[config.mk]
export PLATFORM = sky130hd
export DESIGN_NAME = dioe_top
export DESIGN_NICKNAME = d
export VERILOG_FILES = /design/src/dioe_pkg.sv /design/src/dioe_func_if.sv /design/src/dioe_top.sv /design/src/dioe_debounce.sv /design/src/dioe_func_map.sv
export SDC_FILE = /design/constraint.sdc
export NUM_CORES = 1
export LEC_CHECK = 0
export ABC_AREA = 0
export BUFFER_PORTS_ARGS = -buffer_cell sky130_fd_sc_hd__buf_4
export CORE_ASPECT_RATIO = 0.75
export CORE_MARGIN = 2
export CORE_UTILIZATION = 40
export CTS_BUF_LIST = sky130_fd_sc_hd__clkbuf_8
export CTS_CLUSTER_SIZE = 24
export DETAILED_ROUTE_END_ITERATION = 7
export PLACE_DENSITY = 0.62
export RECOVER_POWER = 50
export SLEW_MARGIN = 15
export SYNTH_ARGS = -nofsm -noshare
export SYNTH_HDL_FRONTEND = slang
export SYNTH_SLANG_ARGS = --single-unit
[constraint.sdc]
create_clock -name pclk -period 8.8 [get_ports pclk]
set_input_delay 0.44 -clock pclk [delete_from_list [all_inputs] [get_ports pclk]]
set_output_delay 0.44 -clock pclk [all_outputs]
set_load 0.02 [all_outputs]
[src/dioe_pkg.sv]
package dioe_pkg;
  localparam int unsigned CLK_MHZ           = 125;
  localparam int unsigned NUM_TERM          = 5;
  localparam int unsigned DEBOUNCE_NS       = 10000;
  localparam int unsigned DEBOUNCE_CYC      = DEBOUNCE_NS * CLK_MHZ / 1000;
  localparam int unsigned START_NS          = 20000;
  localparam int unsigned START_CYC         = (START_NS * CLK_MHZ + 999) / 1000;
  localparam int unsigned STOP_NS           = 20000;
  localparam int unsigned STOP_CYC          = (STOP_NS * CLK_MHZ + 999) / 1000;
  localparam logic [7:0]  ADDR_CTRL         = 8'h00;
  localparam logic [7:0]  ADDR_SEL_LO       = 8'h04;
  localparam logic [7:0]  ADDR_SEL_HI       = 8'h08;
  localparam logic [7:0]  ADDR_STATUS       = 8'h0c;
  localparam logic [7:0]  ADDR_INT_STAT     = 8'h10;
  localparam logic [7:0]  ADDR_INT_MASK     = 8'h14;
  localparam int unsigned CTRL_FREQ_LSB     = 0;
  localparam int unsigned CTRL_RUN_LSB      = 2;
  localparam int unsigned CTRL_RUN_SW       = 4;
  localparam logic [4:0]  CTRL_RESET        = 5'h00;
  localparam logic [1:0]  SRC_TERMINALS     = 2'h1;
  localparam logic [7:0]  FUNC_RUN_FWD      = 8'h00;
  localparam logic [7:0]  FUNC_RUN_REV      = 8'h01;
  localparam logic [7:0]  FUNC_TRIP_RESET   = 8'h12;
  localparam logic [7:0]  FUNC_FORCE_TERM   = 8'h33;
  localparam logic [7:0]  FUNC_READY_HOLD   = 8'h34;
  localparam logic [7:0]  FUNC_NONE         = 8'hff;
  localparam logic [39:0] SEL_RESET         = {FUNC_TRIP_RESET, FUNC_READY_HOLD,
                                               FUNC_FORCE_TERM, FUNC_RUN_REV,
                                               FUNC_RUN_FWD};
  localparam logic [7:0]  ESTOP_TRIP_CODE   = 8'h37;
  localparam int unsigned ST_FREQ_LSB       = 0;
  localparam int unsigned ST_RUN_LSB        = 2;
  localparam int unsigned ST_OVERRIDE       = 4;
  localparam int unsigned ST_READY          = 5;
  localparam int unsigned ST_TRIP           = 6;
  localparam int unsigned ST_GATE           = 7;
  localparam int unsigned ST_ENERGIZED      = 8;
  localparam int unsigned ST_ESTOP_EN       = 9;
  localparam int unsigned ST_TERM_LSB       = 10;
  localparam int unsigned ST_CODE_LSB       = 16;
  localparam int unsigned INT_TRIP          = 0;
  localparam int unsigned INT_OVERRIDE      = 1;
  localparam int unsigned INT_STARTED       = 2;
  localparam int unsigned INT_WIDTH         = 3;
endpackage : dioe_pkg

[src/dioe_func_if.sv]
`timescale 1ns/1ps
`default_nettype none
interface dioe_func_if;
  logic force_terminal;
  logic ready_hold;
  logic run_fwd;
  logic estop_level;
  logic trip_reset;
  modport src (output force_terminal, ready_hold, run_fwd, estop_level, trip_reset);
  modport dst (input  force_terminal, ready_hold, run_fwd, estop_level, trip_reset);
endinterface : dioe_func_if
`default_nettype wire

[src/dioe_top.sv]
// Decided for this implementation: the APB register port and the address map.
`timescale 1ns/1ps
`default_nettype none
// Behaviour
// - force-terminal overrides both sources to 01
// - force-terminal off restores programmed sources
// - override change while driving stops motor first
// - force/ready functions assignable to all five selectors
// - ready-hold keeps output stage active without run
// - without ready-hold, run does normal start
// - estop halts switching through hardware path
// - estop reserves terminals 1, 3 and 4
// - terminal 4 reset clears estop trip
// - terminal 3 normally-closed stop trips output
// - open or miswired terminal 3 also trips
// - only terminal 4 clears trip; keypad cannot
// - estop stops switching, outputs stay energized
// - estop only active with enable switch on
module dioe_top
  import dioe_pkg::*;
(
  input  wire logic                pclk,
  input  wire logic                presetn,
  input  wire logic                psel,
  input  wire logic                penable,
  input  wire logic                pwrite,
  input  wire logic [7:0]          paddr,
  input  wire logic [31:0]         pwdata,
  output logic      [31:0]         prdata,
  output logic                     pready,
  output logic                     pslverr,
  input  wire logic [NUM_TERM-1:0] terminal_in,
  input  wire logic                estop_enable_switch,
  input  wire logic                keypad_reset,
  output logic                     gate_enable,
  output logic                     outputs_energized,
  output logic                     estop_trip,
  output logic      [1:0]          freq_source_select,
  output logic      [1:0]          run_source_select,
  output logic                     irq
);
  import dioe_pkg::*;

  typedef enum logic [2:0] {
    DIOE_IDLE,
    DIOE_READY,
    DIOE_START,
    DIOE_RUN,
    DIOE_STOP,
    DIOE_TRIP
  } dioe_state_type;

  localparam int unsigned MW = $clog2(START_CYC > STOP_CYC ? START_CYC : STOP_CYC) + 1;

  dioe_func_if fn ();

  logic [NUM_TERM-1:0]   term_level;
  logic [1:0]            sw_meta;
  logic [1:0]            kp_meta;
  logic                  sw_sync;
  logic [4:0]            ctrl;
  logic [NUM_TERM*8-1:0] selectors;
  logic [INT_WIDTH-1:0]  int_stat;
  logic [INT_WIDTH-1:0]  int_mask;
  logic [INT_WIDTH-1:0]  int_event;
  logic                  trip;
  logic                  ovr_applied;
  logic                  ovr_pending;
  logic                  run_cmd;
  dioe_state_type        state;
  dioe_state_type        next_state;
  logic [MW-1:0]         timer;
  logic                  timer_done;
  logic                  wr_en;
  logic [31:0]           next_prdata;
  logic                  addr_ok;
  logic                  energized;

  // motor is being driven, brought up or ramped down
  function automatic logic is_driving(input dioe_state_type s);
    return (s == DIOE_RUN) || (s == DIOE_START) || (s == DIOE_STOP);
  endfunction : is_driving

  dioe_debounce #(
    .WIDTH (NUM_TERM),
    .COUNT (DEBOUNCE_CYC)
  ) u_debounce (
    .pclk    (pclk),
    .presetn (presetn),
    .raw     (terminal_in),
    .level   (term_level)
  );

  // the switch is a board strap; a plain double flop is enough
  always_ff @(posedge pclk or negedge presetn)
  begin
    if (!presetn)
    begin
      sw_meta <= 2'h0;
      kp_meta <= 2'h0;
    end
    else
    begin
      sw_meta <= {sw_meta[0], estop_enable_switch};
      kp_meta <= {kp_meta[0], keypad_reset};
    end
  end
  assign sw_sync = sw_meta[1];

  dioe_func_map u_map (
    .level     (term_level),
    .selectors (selectors),
    .estop_en  (sw_sync),
    .fn        (fn.src)
  );

  assign pready  = 1'b1;
  assign wr_en   = psel & penable & pwrite;
  always_comb
  begin
    unique case (paddr)
      ADDR_CTRL, ADDR_SEL_LO, ADDR_SEL_HI,
      ADDR_STATUS, ADDR_INT_STAT, ADDR_INT_MASK: addr_ok = 1'b1;
      default:                                   addr_ok = 1'b0;
    endcase
  end
  assign pslverr = psel & penable & ~addr_ok;

  always_ff @(posedge pclk or negedge presetn)
  begin
    if (!presetn)
    begin
      ctrl      <= CTRL_RESET;
      selectors <= SEL_RESET;
      int_mask  <= '0;
    end
    else if (wr_en)
    begin
      unique case (paddr)
        ADDR_CTRL:     ctrl <= pwdata[4:0];
        ADDR_SEL_LO:   selectors[31:0] <= pwdata;
        ADDR_SEL_HI:   selectors[39:32] <= pwdata[7:0];
        ADDR_INT_MASK: int_mask <= pwdata[INT_WIDTH-1:0];
        default:       ;
      endcase
    end
  end

  // sticky events; a new event beats a same-cycle write-one clear
  always_ff @(posedge pclk or negedge presetn)
  begin
    if (!presetn)
      int_stat <= '0;
    else
      int_stat <= (int_stat & ~((wr_en && paddr == ADDR_INT_STAT) ?
                                pwdata[INT_WIDTH-1:0] : '0)) | int_event;
  end
  assign irq = |(int_stat & int_mask);

  always_comb
  begin
    next_prdata = 32'h0000_0000;
    unique case (paddr)
      ADDR_CTRL:     next_prdata[4:0] = ctrl;
      ADDR_SEL_LO:   next_prdata = selectors[31:0];
      ADDR_SEL_HI:   next_prdata[7:0] = selectors[39:32];
      ADDR_INT_STAT: next_prdata[INT_WIDTH-1:0] = int_stat;
      ADDR_INT_MASK: next_prdata[INT_WIDTH-1:0] = int_mask;
      ADDR_STATUS:
      begin
        next_prdata[ST_FREQ_LSB +: 2]        = freq_source_select;
        next_prdata[ST_RUN_LSB +: 2]         = run_source_select;
        next_prdata[ST_OVERRIDE]             = ovr_applied;
        next_prdata[ST_READY]                = fn.ready_hold;
        next_prdata[ST_TRIP]                 = trip;
        next_prdata[ST_GATE]                 = gate_enable;
        next_prdata[ST_ENERGIZED]            = outputs_energized;
        next_prdata[ST_ESTOP_EN]             = sw_sync;
        next_prdata[ST_TERM_LSB +: NUM_TERM] = term_level;
        next_prdata[ST_CODE_LSB +: 8]        = trip ? ESTOP_TRIP_CODE : 8'h00;
      end
      default:       ;
    endcase
  end

  // read data is registered in the setup cycle so it stands in the access cycle
  always_ff @(posedge pclk or negedge presetn)
  begin
    if (!presetn)
      prdata <= 32'h0000_0000;
    else if (psel && !penable && !pwrite)
      prdata <= next_prdata;
  end

  // trip latch: only the terminal-4 reset clears it, the keypad is ignored
  always_ff @(posedge pclk or negedge presetn)
  begin
    if (!presetn)
      trip <= 1'b0;
    else if (!fn.estop_level)
      trip <= 1'b1;
    else if (fn.trip_reset && !kp_meta[1])
      trip <= 1'b0;
    else if (fn.trip_reset)
      trip <= 1'b0;
  end
  assign estop_trip = trip;

  // override only switches when the motor is not being driven
  assign ovr_pending = fn.force_terminal != ovr_applied;
  always_ff @(posedge pclk or negedge presetn)
  begin
    if (!presetn)
      ovr_applied <= 1'b0;
    else if (ovr_pending && !is_driving(state))
      ovr_applied <= fn.force_terminal;
  end

  always_ff @(posedge pclk or negedge presetn)
  begin
    if (!presetn)
    begin
      freq_source_select <= 2'h0;
      run_source_select  <= 2'h0;
    end
    else if (ovr_applied)
    begin
      freq_source_select <= SRC_TERMINALS;
      run_source_select  <= SRC_TERMINALS;
    end
    else
    begin
      freq_source_select <= ctrl[CTRL_FREQ_LSB +: 2];
      run_source_select  <= ctrl[CTRL_RUN_LSB +: 2];
    end
  end

  assign run_cmd = (ovr_applied || ctrl[CTRL_RUN_LSB +: 2] == SRC_TERMINALS) ?
                   fn.run_fwd : ctrl[CTRL_RUN_SW];
  assign timer_done = timer == '0;

  always_comb
  begin
    next_state = state;
    unique case (state)
      DIOE_IDLE:
      begin
        if (fn.ready_hold) next_state = DIOE_READY;
        else if (run_cmd && !ovr_pending) next_state = DIOE_START;
      end
      DIOE_READY:
      begin
        if (run_cmd && !ovr_pending) next_state = DIOE_RUN;
        else if (!fn.ready_hold) next_state = DIOE_IDLE;
      end
      DIOE_START:
      begin
        if (ovr_pending || !run_cmd) next_state = DIOE_STOP;
        else if (timer_done) next_state = DIOE_RUN;
      end
      DIOE_RUN:
      begin
        if (ovr_pending || !run_cmd) next_state = DIOE_STOP;
      end
      DIOE_STOP:
      begin
        if (timer_done) next_state = DIOE_IDLE;
      end
      DIOE_TRIP:
      begin
        if (!trip) next_state = DIOE_IDLE;
      end
    endcase
    if (trip) next_state = DIOE_TRIP;
  end

  always_ff @(posedge pclk or negedge presetn)
  begin
    if (!presetn)
      state <= DIOE_IDLE;
    else
      state <= next_state;
  end

  always_ff @(posedge pclk or negedge presetn)
  begin
    if (!presetn)
    begin
      timer <= '0;
    end
    else if (next_state == DIOE_START && state != DIOE_START)
    begin
      timer <= MW'(START_CYC - 1);
    end
    else if (next_state == DIOE_STOP && state != DIOE_STOP)
    begin
      timer <= MW'(STOP_CYC - 1);
    end
    else if (!timer_done)
    begin
      timer <= timer - MW'(1);
    end
  end

  // the stop contact gates switching directly, independent of software state
  always_ff @(posedge pclk or negedge presetn)
  begin
    if (!presetn)
    begin
      gate_enable <= 1'b0;
    end
    else
    begin
      gate_enable <= fn.estop_level && !trip &&
                     (next_state inside {DIOE_READY, DIOE_RUN, DIOE_STOP});
    end
  end

  // power stays on the stage during a trip; only switching stops
  assign energized = next_state inside {DIOE_READY, DIOE_START, DIOE_RUN, DIOE_STOP};
  always_ff @(posedge pclk or negedge presetn)
  begin
    if (!presetn)
      outputs_energized <= 1'b0;
    else if (next_state != DIOE_TRIP)
      outputs_energized <= energized;
  end

  assign int_event[INT_TRIP]     = !fn.estop_level && !trip;
  assign int_event[INT_OVERRIDE] = ovr_pending && !is_driving(state);
  assign int_event[INT_STARTED]  = state == DIOE_START && next_state == DIOE_RUN;

endmodule : dioe_top
`default_nettype wire

[src/dioe_debounce.sv]
`timescale 1ns/1ps
`default_nettype none
module dioe_debounce #(
  parameter int unsigned WIDTH = 5,
  parameter int unsigned COUNT = 1250
) (
  input  wire logic             pclk,
  input  wire logic             presetn,
  input  wire logic [WIDTH-1:0] raw,
  output logic      [WIDTH-1:0] level
);
  localparam int unsigned CW = $clog2(COUNT + 1);
  if (WIDTH < 1 || COUNT < 1)
  begin : g_bad_params
    $error("dioe_debounce: bad parameters");
  end
  logic [WIDTH-1:0] meta;
  logic [WIDTH-1:0] sync;
  logic [CW-1:0]    cnt [WIDTH];
  always_ff @(posedge pclk or negedge presetn)
  begin
    if (!presetn)
    begin
      meta <= '0;
      sync <= '0;
    end
    else
    begin
      meta <= raw;
      sync <= meta;
    end
  end
  // a level is taken only after it has held for COUNT cycles
  always_ff @(posedge pclk or negedge presetn)
  begin
    if (!presetn)
    begin
      level <= '0;
      for (int i = 0; i < WIDTH; i++) cnt[i] <= '0;
    end
    else
    begin
      for (int i = 0; i < WIDTH; i++)
      begin
        if (sync[i] == level[i]) cnt[i] <= '0;
        else if (cnt[i] == CW'(COUNT - 1))
        begin
          cnt[i]   <= '0;
          level[i] <= sync[i];
        end
        else cnt[i] <= cnt[i] + CW'(1);
      end
    end
  end
endmodule : dioe_debounce
`default_nettype wire

[src/dioe_func_map.sv]
`timescale 1ns/1ps
`default_nettype none
module dioe_func_map
  import dioe_pkg::*;
(
  input  wire logic [NUM_TERM-1:0]   level,
  input  wire logic [NUM_TERM*8-1:0] selectors,
  input  wire logic                  estop_en,
  dioe_func_if.src                   fn
);
  always_comb
  begin
    fn.force_terminal = 1'b0;
    fn.ready_hold     = 1'b0;
    fn.run_fwd        = 1'b0;
    for (int i = 0; i < NUM_TERM; i++)
    begin
      // terminals 1, 3 and 4 lose their selected function under estop
      if (!(estop_en && (i == 0 || i == 2 || i == 3)))
      begin
        unique case (selectors[i*8 +: 8])
          FUNC_FORCE_TERM: fn.force_terminal = fn.force_terminal | level[i];
          FUNC_READY_HOLD: fn.ready_hold     = fn.ready_hold | level[i];
          FUNC_RUN_FWD:    fn.run_fwd        = fn.run_fwd | level[i];
          default:         ;
        endcase
      end
    end
    // normally-closed stop contact: an open or miswired line reads low
    fn.estop_level = estop_en ? level[2] : 1'b1;
    fn.trip_reset  = estop_en & level[3];
  end
endmodule : dioe_func_map
`default_nettype wire

==> reports/summary.txt, run 1 <==
status -> finished, violations left
failing checks -> capacitance limit, slew limit
num ports -> 94
root buffer cell -> clkbuf_8
die area -> 0.0216 mm^2
Resized Gates After CTS -> 0
Inst Count DP -> 1086
post-synth cell types -> 64
total congestion overflow -> 0
clk sinks -> 179
# hold bufs at CTS -> 0
Post-DRT Antenna Nets -> 0
Setup TNS -> 0 ns
Worst-Skew Late Latency -> 0.48 ns
PnR Total Power -> 1630 uW
Setup crit start kind -> flip-flop
critical path class -> reg2reg
commonest non-fill, non-tap cell in the layout -> dfrtp_1
crit path time final -> 3.33 ns
Synth top area share -> 51.8%
Tot GR Track Use -> 17.8%
final net count -> 910
#FFs+latches synth -> 179
Max IR drop VDD -> 104 uV
largest net degree at the start of global routing -> 110
Leak -> 0.00431 uW
Routed WL per cell -> 16.5 um
vias in the first global route -> 5580
Hold Crit Class -> in2async
first-pass GRT wire length -> 29800 um
Cells after Synth -> 760
Setup violations, final -> 0
Mapped Avg Cell Area -> 10.7 um^2
WP data arrival -> 3.69 ns
non-filler cells, final -> 1118
most used flip-flop cell after synthesis -> dfrtp_1
commonest non-fill, non-tap cells in the layout -> dfrtp_1 (169), nor2_1 (101), nand2_1 (76)
routability cong. -> 0.797
CTS buffer count -> 17
total number of yosys warnings -> 0
Fill cells -> 1923
drt total wl -> 18500 um
IO Port Bufs -> 91
top cells by area, synth -> dfrtp_1 (52%), mux2_2 (7.4%), nor2_1 (4.6%), xor2_1 (3.9%), nand2_1 (3.5%)
layout cells sized above 1 -> 19.2%
Post-synth EDFFs -> 0
crit-path max FO -> 10
register area share after synthesis -> 55.0%
post-synth top area cell -> dfrtp_1
RSZ-0062 raised after global routing -> false
core area -> 0.0202 mm^2
cell area after layout -> 0.00933 mm^2
initial antenna violation count -> 0
row count -> 45
actual slew at the worst max-slew pin -> 1.76 ns
vias per cell -> 5.14
Final Cycle Share -> 37.8%
P&R area growth vs syn -> 14.2%
htree depth -> 4
n_diodes -> 0
CP Capture Type -> flip-flop
Worst Skew -> 0.0184 ns
PwrDens -> 174 mW/mm^2
Final Hold Vio Count -> 0
CTS Buffer Depth -> 2
die width -> 169 um
Vias -> 5748
post-synthesis async set-or-reset flop share -> 100%
DR iter-0 viols -> 351
mapped cell area -> 0.00817 mm^2
Max Clock Freq -> 0.301 GHz
Post-CTS Setup Bufs -> 0
CTS tree -> yes
Pre-Repair DR Iteration Count -> 5
Area after DPL -> 0.00911 mm^2
count of pins over their slew limit -> 34
max_slew headroom -> -17.4%
Reg clk slew, reported paths -> 0.10 ns
Die Height -> 128 um
Max-Cap Viols -> 1
CP required -> 9.16 ns
initial core utilization -> 40.5%
post-DP HPWL -> 12900 um
drt drc -> 0
Net Count, Synth -> 823
critical path, cell delays in order (launching register included):
cell	delay, ns
dfrtp_1	0.41
inv_1	0.09
ha_1	0.21
nand3_1	0.12
or3_1	0.41
nor4_2	0.52
buf_4	0.28
or3_1	0.12
o211ai_1	0.18
or4b_1	0.51
a311o_1	0.35
cells in the mapped netlist (all sizes together), types with 6 or more instances:
master	n
dfrtp	169
nor2	101
nand2	76
mux2	54
nand3	50
xor2	36
nor3	28
xnor2	27
clkbuf	24
and3	20
o21ai	16
inv	15
a21oi	13
ha	11
dfstp	10
a221oi	9
mux2i	8
and2	7
a22oi	6
buf	6
nand4	6
state kept, by name (all words and copies together) (netlist names):
signal	count
int_mask	3
prdata	32
u_debounce.meta	5
u_debounce.cnt	55
timer	13
int_stat	3
estop_trip	1
freq_source_select	2
sw_meta	2
selectors	40
u_debounce.level	5
u_debounce.sync	5
state	3
gate_enable	1
run_source_select	2
outputs_energized	1
ovr_applied	1
ctrl	5
cell type report:
| class | instances | area (um^2) | area share (%) |
|---|---|---|---|
| clock buffers | 19 | 262 | 2.80 |
| clock inverters | 13 | 114 | 1.22 |
| inverters | 15 | 56.3 | 0.603 |
| multi-input cells | 536 | 3490 | 37.5 |
| flip-flops and latches | 179 | 4490 | 48.1 |
| well taps | 258 | 323 | 3.46 |
| repair buffers | 98 | 589 | 6.32 |
through the flow:
step | worst slack (ns) | hold WS [ns] | util (%)
3_3_place_gp | 5.46 | 0.332 | 45.2
3_5_place_dp | 5.50 | 0.335 | 45.2
6_report | 5.47 | 0.0811 | 46.3
4_1_cts | 5.45 | 0.0268 | 47.0
2_1_floorplan | 5.84 | 0.144 | -
5_1_grt | 5.22 | 0.0518 | 46.3
path summary, 6_finish.rpt:
kind	depth (start not counted)	endpoint	slack (ns)	startpoint
setup / recovery	10	timer[1]	5.47	timer[0]
hold / removal	1	u_debounce.cnt[53]	0.08	presetn
max in group asynchronous	2	u_debounce.cnt[10]	7.25	presetn
hold reg to reg	0	u_debounce.sync[4]	0.36	u_debounce.meta[4]
setup reg to reg	10	timer[1]	5.47	timer[0]
min in group pclk	1	sw_meta[0]	0.09	estop_enable_switch
logic make-up (layout without fill, tap and decap cells):
| logic type | after synthesis | in the layout | share of synthesized area [%] |
|---|---|---|---|
| simple gates | 326 | 326 | 19.5 |
| buf+inv | 45 | 145 | 2.21 |
| other cells | 1 | 1 | 0.0459 |
| flops | 179 | 179 | 55.0 |
| xor+xnor | 63 | 63 | 6.76 |
| mux | 62 | 62 | 8.43 |
| compound gates | 73 | 73 | 6.39 |
| fa+ha+maj | 11 | 11 | 1.69 |
per-layer routing:
metal,track usage (%),up-vias,part of all wire [%]
met5,0,-,0
met3,4.29,10,5.4
met1,27.7,2794,52
met4,4.37,0,0.79
li1,-,2820,-
met2,25.0,124,42
where the power goes:
group          total, uW  internal [uW]  switching, uW  leakage (uW)
logic                171           75.3           96.0       0.00177
clock network        540            237            303      0.000184
registers            914            871           43.0       0.00235
Note: power is estimated with default switching activity, not from simulation.
==> inputs of run 2 (changes only) <==
Clock period 8.8 ns to 3.4 ns, I/O delays scaled along.
==> run 2 against run 1 <==
The run still ends with capacitance limit, slew limit left. Count of clock-buffer cells in the layout decreased by 1. Final area increased by 4.8%. Utilization increased by 2.2 points. Critical path depth decreased by 1. Combinational power increased to 2.8 times the previous value. Routed wire length increased by 2.9%. Sequential power increased to 2.6 times the previous value. Final cell count increased by 4.2%. Fmax increased by 6.6%. Global-route usage increased by 0.62 points. Register-to-register slack got worse by 5.2 ns. First-iteration DRC count increased by 47%. Critical path type unchanged. Largest power group unchanged. Highest routed layer unchanged.
==> reports/summary.txt, run 2 (synthesis gave the netlist of run 1 again) <==
hold_sp -> paddr[0]
drt total wl -> 19000 um (was 18500 um)
RSZ-0062 raised after global routing -> false (unchanged)
Bufs and invs on worst path -> 0 (was 2)
CP peak stage delay -> 0.52 ns (about the same)
Final Cycle Share -> 91.8% (was 37.8%)
Reg clk slew, reported paths -> 0.10 ns (about the same)
final net count -> 957 (was 910)
WP data arrival -> 3.50 ns (was 3.69 ns)
most numerous cell on the critical path -> a311o_1 (was or3_1)
die area -> 0.0216 mm^2 (unchanged)
status -> finished, violations left (unchanged)
critical path's top delay family -> compound AO/OA/AOI/OAI gates (was simple AND/OR/NAND/NOR gates)
row count -> 45 (unchanged)
num ports -> 94 (unchanged)
DR iter-0 viols -> 516 (was 351)
core area -> 0.0202 mm^2 (unchanged)
Pre-Repair DR Iteration Count -> 6 (was 5)
CTS tree -> yes (unchanged)
vias in the first global route -> 5661 (was 5580)
Final Hold Vio Count -> 0 (unchanged)
Top Registers -> u_debounce.cnt: 55 flops, selectors: 40 flops, prdata: 32 flops (unchanged)
Max Clock Freq -> 0.321 GHz (was 0.301 GHz)
Setup TNS -> 0 ns (unchanged)
crit path time final -> 3.12 ns (was 3.33 ns)
largest net degree at the start of global routing -> 98 (was 110)
root buffer cell -> clkbuf_8 (unchanged)
CP required -> 3.78 ns (was 9.16 ns)
crit-path max FO -> 4 (was 10)
initial antenna violation count -> 0 (unchanged)
Max IR drop VDD -> 243 uV (was 104 uV)
Inst Count DP -> 1094 (was 1086)
r2r endpoint -> timer[1] (unchanged)
max reg flops -> 55 (unchanged)
post-DP HPWL -> 13300 um (was 12900 um)
clk sinks -> 179 (unchanged)
max_slew headroom -> -63.4% (was -17.4%)
Worst Hold Depth -> 5
Setup violations, final -> 0 (unchanged)
n_diodes -> 0 (unchanged)
commonest non-fill, non-tap cells in the layout -> dfrtp_1 (169), nor2_1 (101), nand2_1 (76) (unchanged)
non-filler cells, final -> 1165 (was 1118)
die width -> 169 um (unchanged)
Hold EP -> prdata[0]
initial core utilization -> 40.5% (unchanged)
Max-Cap Viols -> 2 (was 1)
Die Height -> 128 um (unchanged)
Routed WL per cell -> 16.3 um (was 16.5 um)
Vias -> 5972 (was 5748)
beginning of the worst register-to-register path -> selectors[32] (was timer[0])
Post-DRT Antenna Nets -> 0 (unchanged)
P&R area growth vs syn -> 19.8% (was 14.2%)
Setup crit start kind -> flip-flop (unchanged)
Leak -> 0.00451 uW (was 0.00431 uW)
CP Capture Type -> flip-flop (unchanged)
Fill cells -> 1914 (was 1923)
count of pins over their slew limit -> 132 (was 34)
first-pass GRT wire length -> 30500 um (was 29800 um)
failing checks -> capacitance limit, slew limit (unchanged)
CTS buffer count -> 17 (unchanged)
Worst-Skew Late Latency -> 0.48 ns (about the same)
actual slew at the worst max-slew pin -> 2.45 ns (was 1.76 ns)
routability cong. -> 0.855 (was 0.797)
Worst path slowest cell -> or4b_1 (was nor4_2)
drt drc -> 0 (unchanged)
ordered cell list for the critical path -> nor4b_2 -> nand2_1 -> o311ai_0 -> o32a_1 -> a21oi_1 -> a41o_1 -> a311o_1 -> or4b_1 -> a311o_1 (was inv_1 -> ha_1 -> nand3_1 -> or3_1 -> nor4_2 -> buf_4 -> or3_1 -> o211ai_1 -> or4b_1 -> a311o_1)
layout cells sized above 1 -> 19.3% (was 19.2%)
Top reg by flops -> u_debounce.cnt (unchanged)
commonest non-fill, non-tap cell in the layout -> dfrtp_1 (unchanged)
IO Port Bufs -> 91 (unchanged)
PwrDens -> 440 mW/mm^2 (was 174 mW/mm^2)
R2R Setup Slk -> 0.28 ns (was 5.47 ns)
CTS Buffer Depth -> 2 (unchanged)
total congestion overflow -> 0 (unchanged)
htree depth -> 4 (unchanged)
Tot GR Track Use -> 18.5% (was 17.8%)
critical path class -> reg2reg (unchanged)
vias per cell -> 5.13 (was 5.14)
Worst Skew -> 0.0143 ns (was 0.0184 ns)
Hold Crit Class -> in2reg (was in2async)
reg2reg path depth -> 9 (was 10)
-- run 2: changes by cell type in the layout (fill, tap and decap cells not counted), sizes merged --
| cell | delta |
|---|---|
| clkinv | +2 |
| clkbuf | +2 |
| buf | +5 |
| clkinvlp | -3 |
| dlygate4sd3 | +39 |
| inv | +2 |
-- run 2: routing by layer --
| metal | wire length (um) | global-route usage (%) | vias to the layer above |
|---|---|---|---|
| met5 | 0 | 0 | - |
| met4 | 182 | 5.03 | 0 |
| met3 | 911 | 3.98 | 13 |
| met2 | 7940 | 25.9 | 143 |
| met1 | 9950 | 28.6 | 2911 |
| li1 | - | - | 2905 |
-- run 2: repair_timing --
action                                  in CTS  in global routing
endpoints found under the setup margin       0                  0
hold endpoints to repair                   139                  0
resized for setup                            0                  0
hold buffers                                39                  0
buffers inserted                             0                  0
-- run 2: worst max path at each step --
stage                             start       end  slack (ns)  depth (start not counted)
after floorplan           selectors[33]  timer[1]        0.44                         10
after global placement    selectors[32]  timer[1]        0.35                          9
after detailed placement  selectors[32]  timer[1]        0.30                          9
after CTS                 selectors[32]  timer[1]        0.31                          9
after global routing      selectors[32]  timer[1]        0.03                          9
final                     selectors[32]  timer[1]        0.28                          9
-- run 2: worst register-to-register path: stages, from the launching register on --
cell and delay, ns:
dfrtp_1 0.42, nor4b_2 0.35, nand2_1 0.13, o311ai_0 0.39, o32a_1 0.24, a21oi_1 0.08
a41o_1 0.21, a311o_1 0.33, or4b_1 0.52, a311o_1 0.35
-- run 2: area by class of cell --
type	count	area, um^2	share of cell area, %
Clock inverter	14	144	1.47
Clock buffer	18	248	2.53
Tap cell	258	323	3.30
Inverter	15	56.3	0.576
Timing Repair Buffer	145	1020	10.5
Multi-Input combinational cell	536	3490	35.7
Sequential cell	179	4490	45.9
-- run 2: per-stage QoR --
| stage | util, % | setup slack [ns] | area, um^2 | total power, uW | hold slack (ns) |
|---|---|---|---|---|---|
| 2_1_floorplan | - | 0.438 | 8170 | 2670 | -0.126 |
| 5_1_grt | 48.5 | 0.0287 | 9780 | 4530 | 0.290 |
| 4_1_cts | 49.4 | 0.312 | 9950 | 4380 | 0.221 |
| 3_3_place_gp | 45.5 | 0.346 | 9170 | 2870 | 0.279 |
| 3_5_place_dp | 45.5 | 0.299 | 9170 | 2880 | 0.281 |
| 6_report | 48.5 | 0.280 | 9780 | 4300 | 0.297 |
-- run 2: report_power, final --
| part | switching [uW] | internal, uW |
|---|---|---|
| combinational | 252 | 225 |
| clock | 840 | 620 |
| sequential | 113 | 2250 |
==> inputs of run 3 (changes only) <==
--- a/constraint.sdc
+++ b/constraint.sdc
@@ -3,2 +3,2 @@
 set_output_delay 0.17 -clock pclk [all_outputs]
-set_load 0.02 [all_outputs]
+set_load 0.1 [all_outputs]
==> run 3 against run 2 <==
Clock skew is 0.00073 ns higher. The run still ends with capacitance limit, slew limit left. Worst setup slack worse by 0.091 ns. Critical endpoint unchanged. Final cell count is 0.17% lower.
==> reports/summary.txt, run 3 (synthesis gave the netlist of run 1 again) <==
vias in the first global route -> 5762 (was 5661)
CP Capture Type -> flip-flop (unchanged)
switching pwr -> 1290 uW (was 1200 uW)
P&R area growth vs syn -> 22.4% (was 19.8%)
Setup crit start kind -> flip-flop (unchanged)
first-pass GRT wire length -> 30600 um (was 30500 um)
status -> finished, violations left (unchanged)
Pint -> 3360 uW (was 3100 uW)
Inst Count DP -> 1092 (was 1094)
actual slew at the worst max-slew pin -> 2.44 ns (was 2.45 ns)
PwrDens -> 466 mW/mm^2 (was 440 mW/mm^2)
die area -> 0.0216 mm^2 (unchanged)
max reg flops -> 55 (unchanged)
Gate power share -> 13.8% (was 11.1%)
htree depth -> 4 (unchanged)
layout cells sized above 1 -> 23.3% (was 19.3%)
Final Cycle Share -> 94.4% (was 91.8%)
Hold Crit Class -> in2reg (unchanged)
initial core utilization -> 40.5% (unchanged)
share of power burned in registers -> 51.0% (was 55.0%)
IO Port Bufs -> 91 (unchanged)
Leak -> 0.00469 uW (was 0.00451 uW)
Post-CTS Setup Bufs -> 0 (unchanged)
Tot GR Track Use -> 18.1% (was 18.5%)
critical path class -> reg2reg (unchanged)
Reg clk slew, reported paths -> 0.10 ns (about the same)
n_diodes -> 0 (unchanged)
CTS tree -> yes (unchanged)
Worst Skew -> 0.0150 ns (was 0.0143 ns)
largest net degree at the start of global routing -> 99 (was 98)
count of pins over their slew limit -> 132 (unchanged)
Max Clock Freq -> 0.311 GHz (was 0.321 GHz)
crit-path max FO -> 5 (was 4)
commonest non-fill, non-tap cells in the layout -> dfrtp_1 (169), nor2_1 (101), buf_4 (92) (was dfrtp_1 (169), nor2_1 (101), nand2_1 (76))
# hold bufs at CTS -> 38 (was 39)
initial antenna violation count -> 0 (unchanged)
Setup violations, final -> 0 (unchanged)
DR iter-0 viols -> 556 (was 516)
Resized Gates After CTS -> 0 (unchanged)
Die Height -> 128 um (unchanged)
Vias -> 6042 (was 5972)
RSZ-0062 raised after global routing -> false (unchanged)
row count -> 45 (unchanged)
register area -> 0.00449 mm^2 (unchanged)
root buffer cell -> clkbuf_8 (unchanged)
area of the multi-input gates -> 0.00350 mm^2 (was 0.00349 mm^2)
WP data arrival -> 3.55 ns (was 3.50 ns)
Routed WL per cell -> 16.1 um (was 16.3 um)
Final Hold Vio Count -> 0 (unchanged)
CP required -> 3.74 ns (was 3.78 ns)
ordered cell list for the critical path -> nor4b_2 -> nand2_1 -> o311ai_0 -> o32a_1 -> a21oi_1 -> a41o_1 -> a311o_1 -> or4b_1 -> a311o_1 (unchanged)
non-filler cells, final -> 1163 (was 1165)
die width -> 169 um (unchanged)
most numerous cell on the critical path -> a311o_1 (unchanged)
CTS Buffer Depth -> 2 (unchanged)
Pre-Repair DR Iteration Count -> 5 (was 6)
Max-Cap Viols -> 2 (unchanged)
Worst-Skew Late Latency -> 0.45 ns (was 0.48 ns)
Setup TNS -> 0 ns (unchanged)
routability cong. -> 0.858 (was 0.855)
Max IR drop VDD -> 188 uV (was 243 uV)
clk sinks -> 179 (unchanged)
Worst Hold Depth -> 4 (was 5)
cell area after layout -> 0.00999 mm^2 (was 0.00978 mm^2)
crit path time final -> 3.21 ns (was 3.12 ns)
CTS buffer count -> 17 (unchanged)
drt total wl -> 18800 um (was 19000 um)
Fill cells -> 1859 (was 1914)
num ports -> 94 (unchanged)
failing checks -> capacitance limit, slew limit (unchanged)
max_slew headroom -> -62.8% (was -63.4%)
reg2reg path depth -> 9 (unchanged)
total congestion overflow -> 0 (unchanged)
Post-DRT Antenna Nets -> 0 (unchanged)
Top reg by flops -> u_debounce.cnt (unchanged)
sw frac -> 27.8% (was 28.0%)
clock share of power -> 35.2% (was 33.9%)
final net count -> 955 (was 957)
vias per cell -> 5.20 (was 5.13)
Worst path slowest cell -> or4b_1 (unchanged)
drt drc -> 0 (unchanged)
CP peak stage delay -> 0.53 ns (was 0.52 ns)
post-DP HPWL -> 13000 um (was 13300 um)
core area -> 0.0202 mm^2 (unchanged)
commonest non-fill, non-tap cell in the layout -> dfrtp_1 (unchanged)
Top Registers -> u_debounce.cnt: 55 flops, selectors: 40 flops, prdata: 32 flops (unchanged)
Area after DPL -> 0.00918 mm^2 (was 0.00917 mm^2)
PnR Total Power -> 4660 uW (was 4300 uW)
## run 3: cell types whose count changed in the layout (fill, tap and decap cells not counted), sizes merged
cell,delta
buf,+37
bufinv,+3
clkbuf,-37
clkinv,-3
clkinvlp,+1
inv,-3
## run 3: power groups by stage
stage	logic, uW	clock network [uW]	registers, uW
6_report	643	1640	2370
5_1_grt	712	1780	2400
4_1_cts	655	1690	2370
3_5_place_dp	619	0	2410
3_3_place_gp	610	0	2410
2_1_floorplan	272	0	2540
## run 3: critical path: cells and delay by family, from the launching register on
family | cells | cell delay (ns)
DFF | 1 | 0.47
AOI/OAI and AO/OA | 6 | 1.68
and+or+nand+nor | 3 | 0.96
## run 3: per-layer routing
| layer | wire (um) | global-route usage (%) | vias up |
|---|---|---|---|
| met2 | 7880 | 25.0 | 143 |
| met4 | 125 | 4.37 | 0 |
| met1 | 9780 | 28.6 | 2999 |
| met3 | 1000 | 4.20 | 8 |
| li1 | - | - | 2892 |
| met5 | 0 | 0 | - |
## run 3: final cells by class
class / count / area share (%)
repair buffers: 143 / 11.7
inverters: 15 / 0.563
multi-input cells: 536 / 35.0
clock buffers: 20 / 2.75
clock inverters: 12 / 1.78
flip-flops and latches: 179 / 44.9
well taps: 258 / 3.23
## run 3: path summary, 6_finish.rpt
kind / slack (ns) / start / to
worst max-delay path: 0.19 / u_debounce.level[4] / timer[1]
worst min-delay path: 0.27 / paddr[2] / prdata[5]
worst max register to register: 0.19 / u_debounce.level[4] / timer[1]
worst min register to register: 0.35 / u_debounce.meta[0] / u_debounce.sync[0]
max in group asynchronous: 0.56 / presetn / selectors[1]
min in group asynchronous: 1.00 / presetn / u_debounce.cnt[47]
## run 3: stage by stage
step / setup WS (ns) / hold slack [ns] / util, %
after global placement: 0.325 / 0.280 / 45.6
final: 0.190 / 0.273 / 49.6
after detailed placement: 0.271 / 0.280 / 45.6
after global routing: 0.0390 / 0.283 / 49.6
after floorplan: 0.438 / -0.126 / -
after CTS: 0.254 / 0.00138 / 49.7
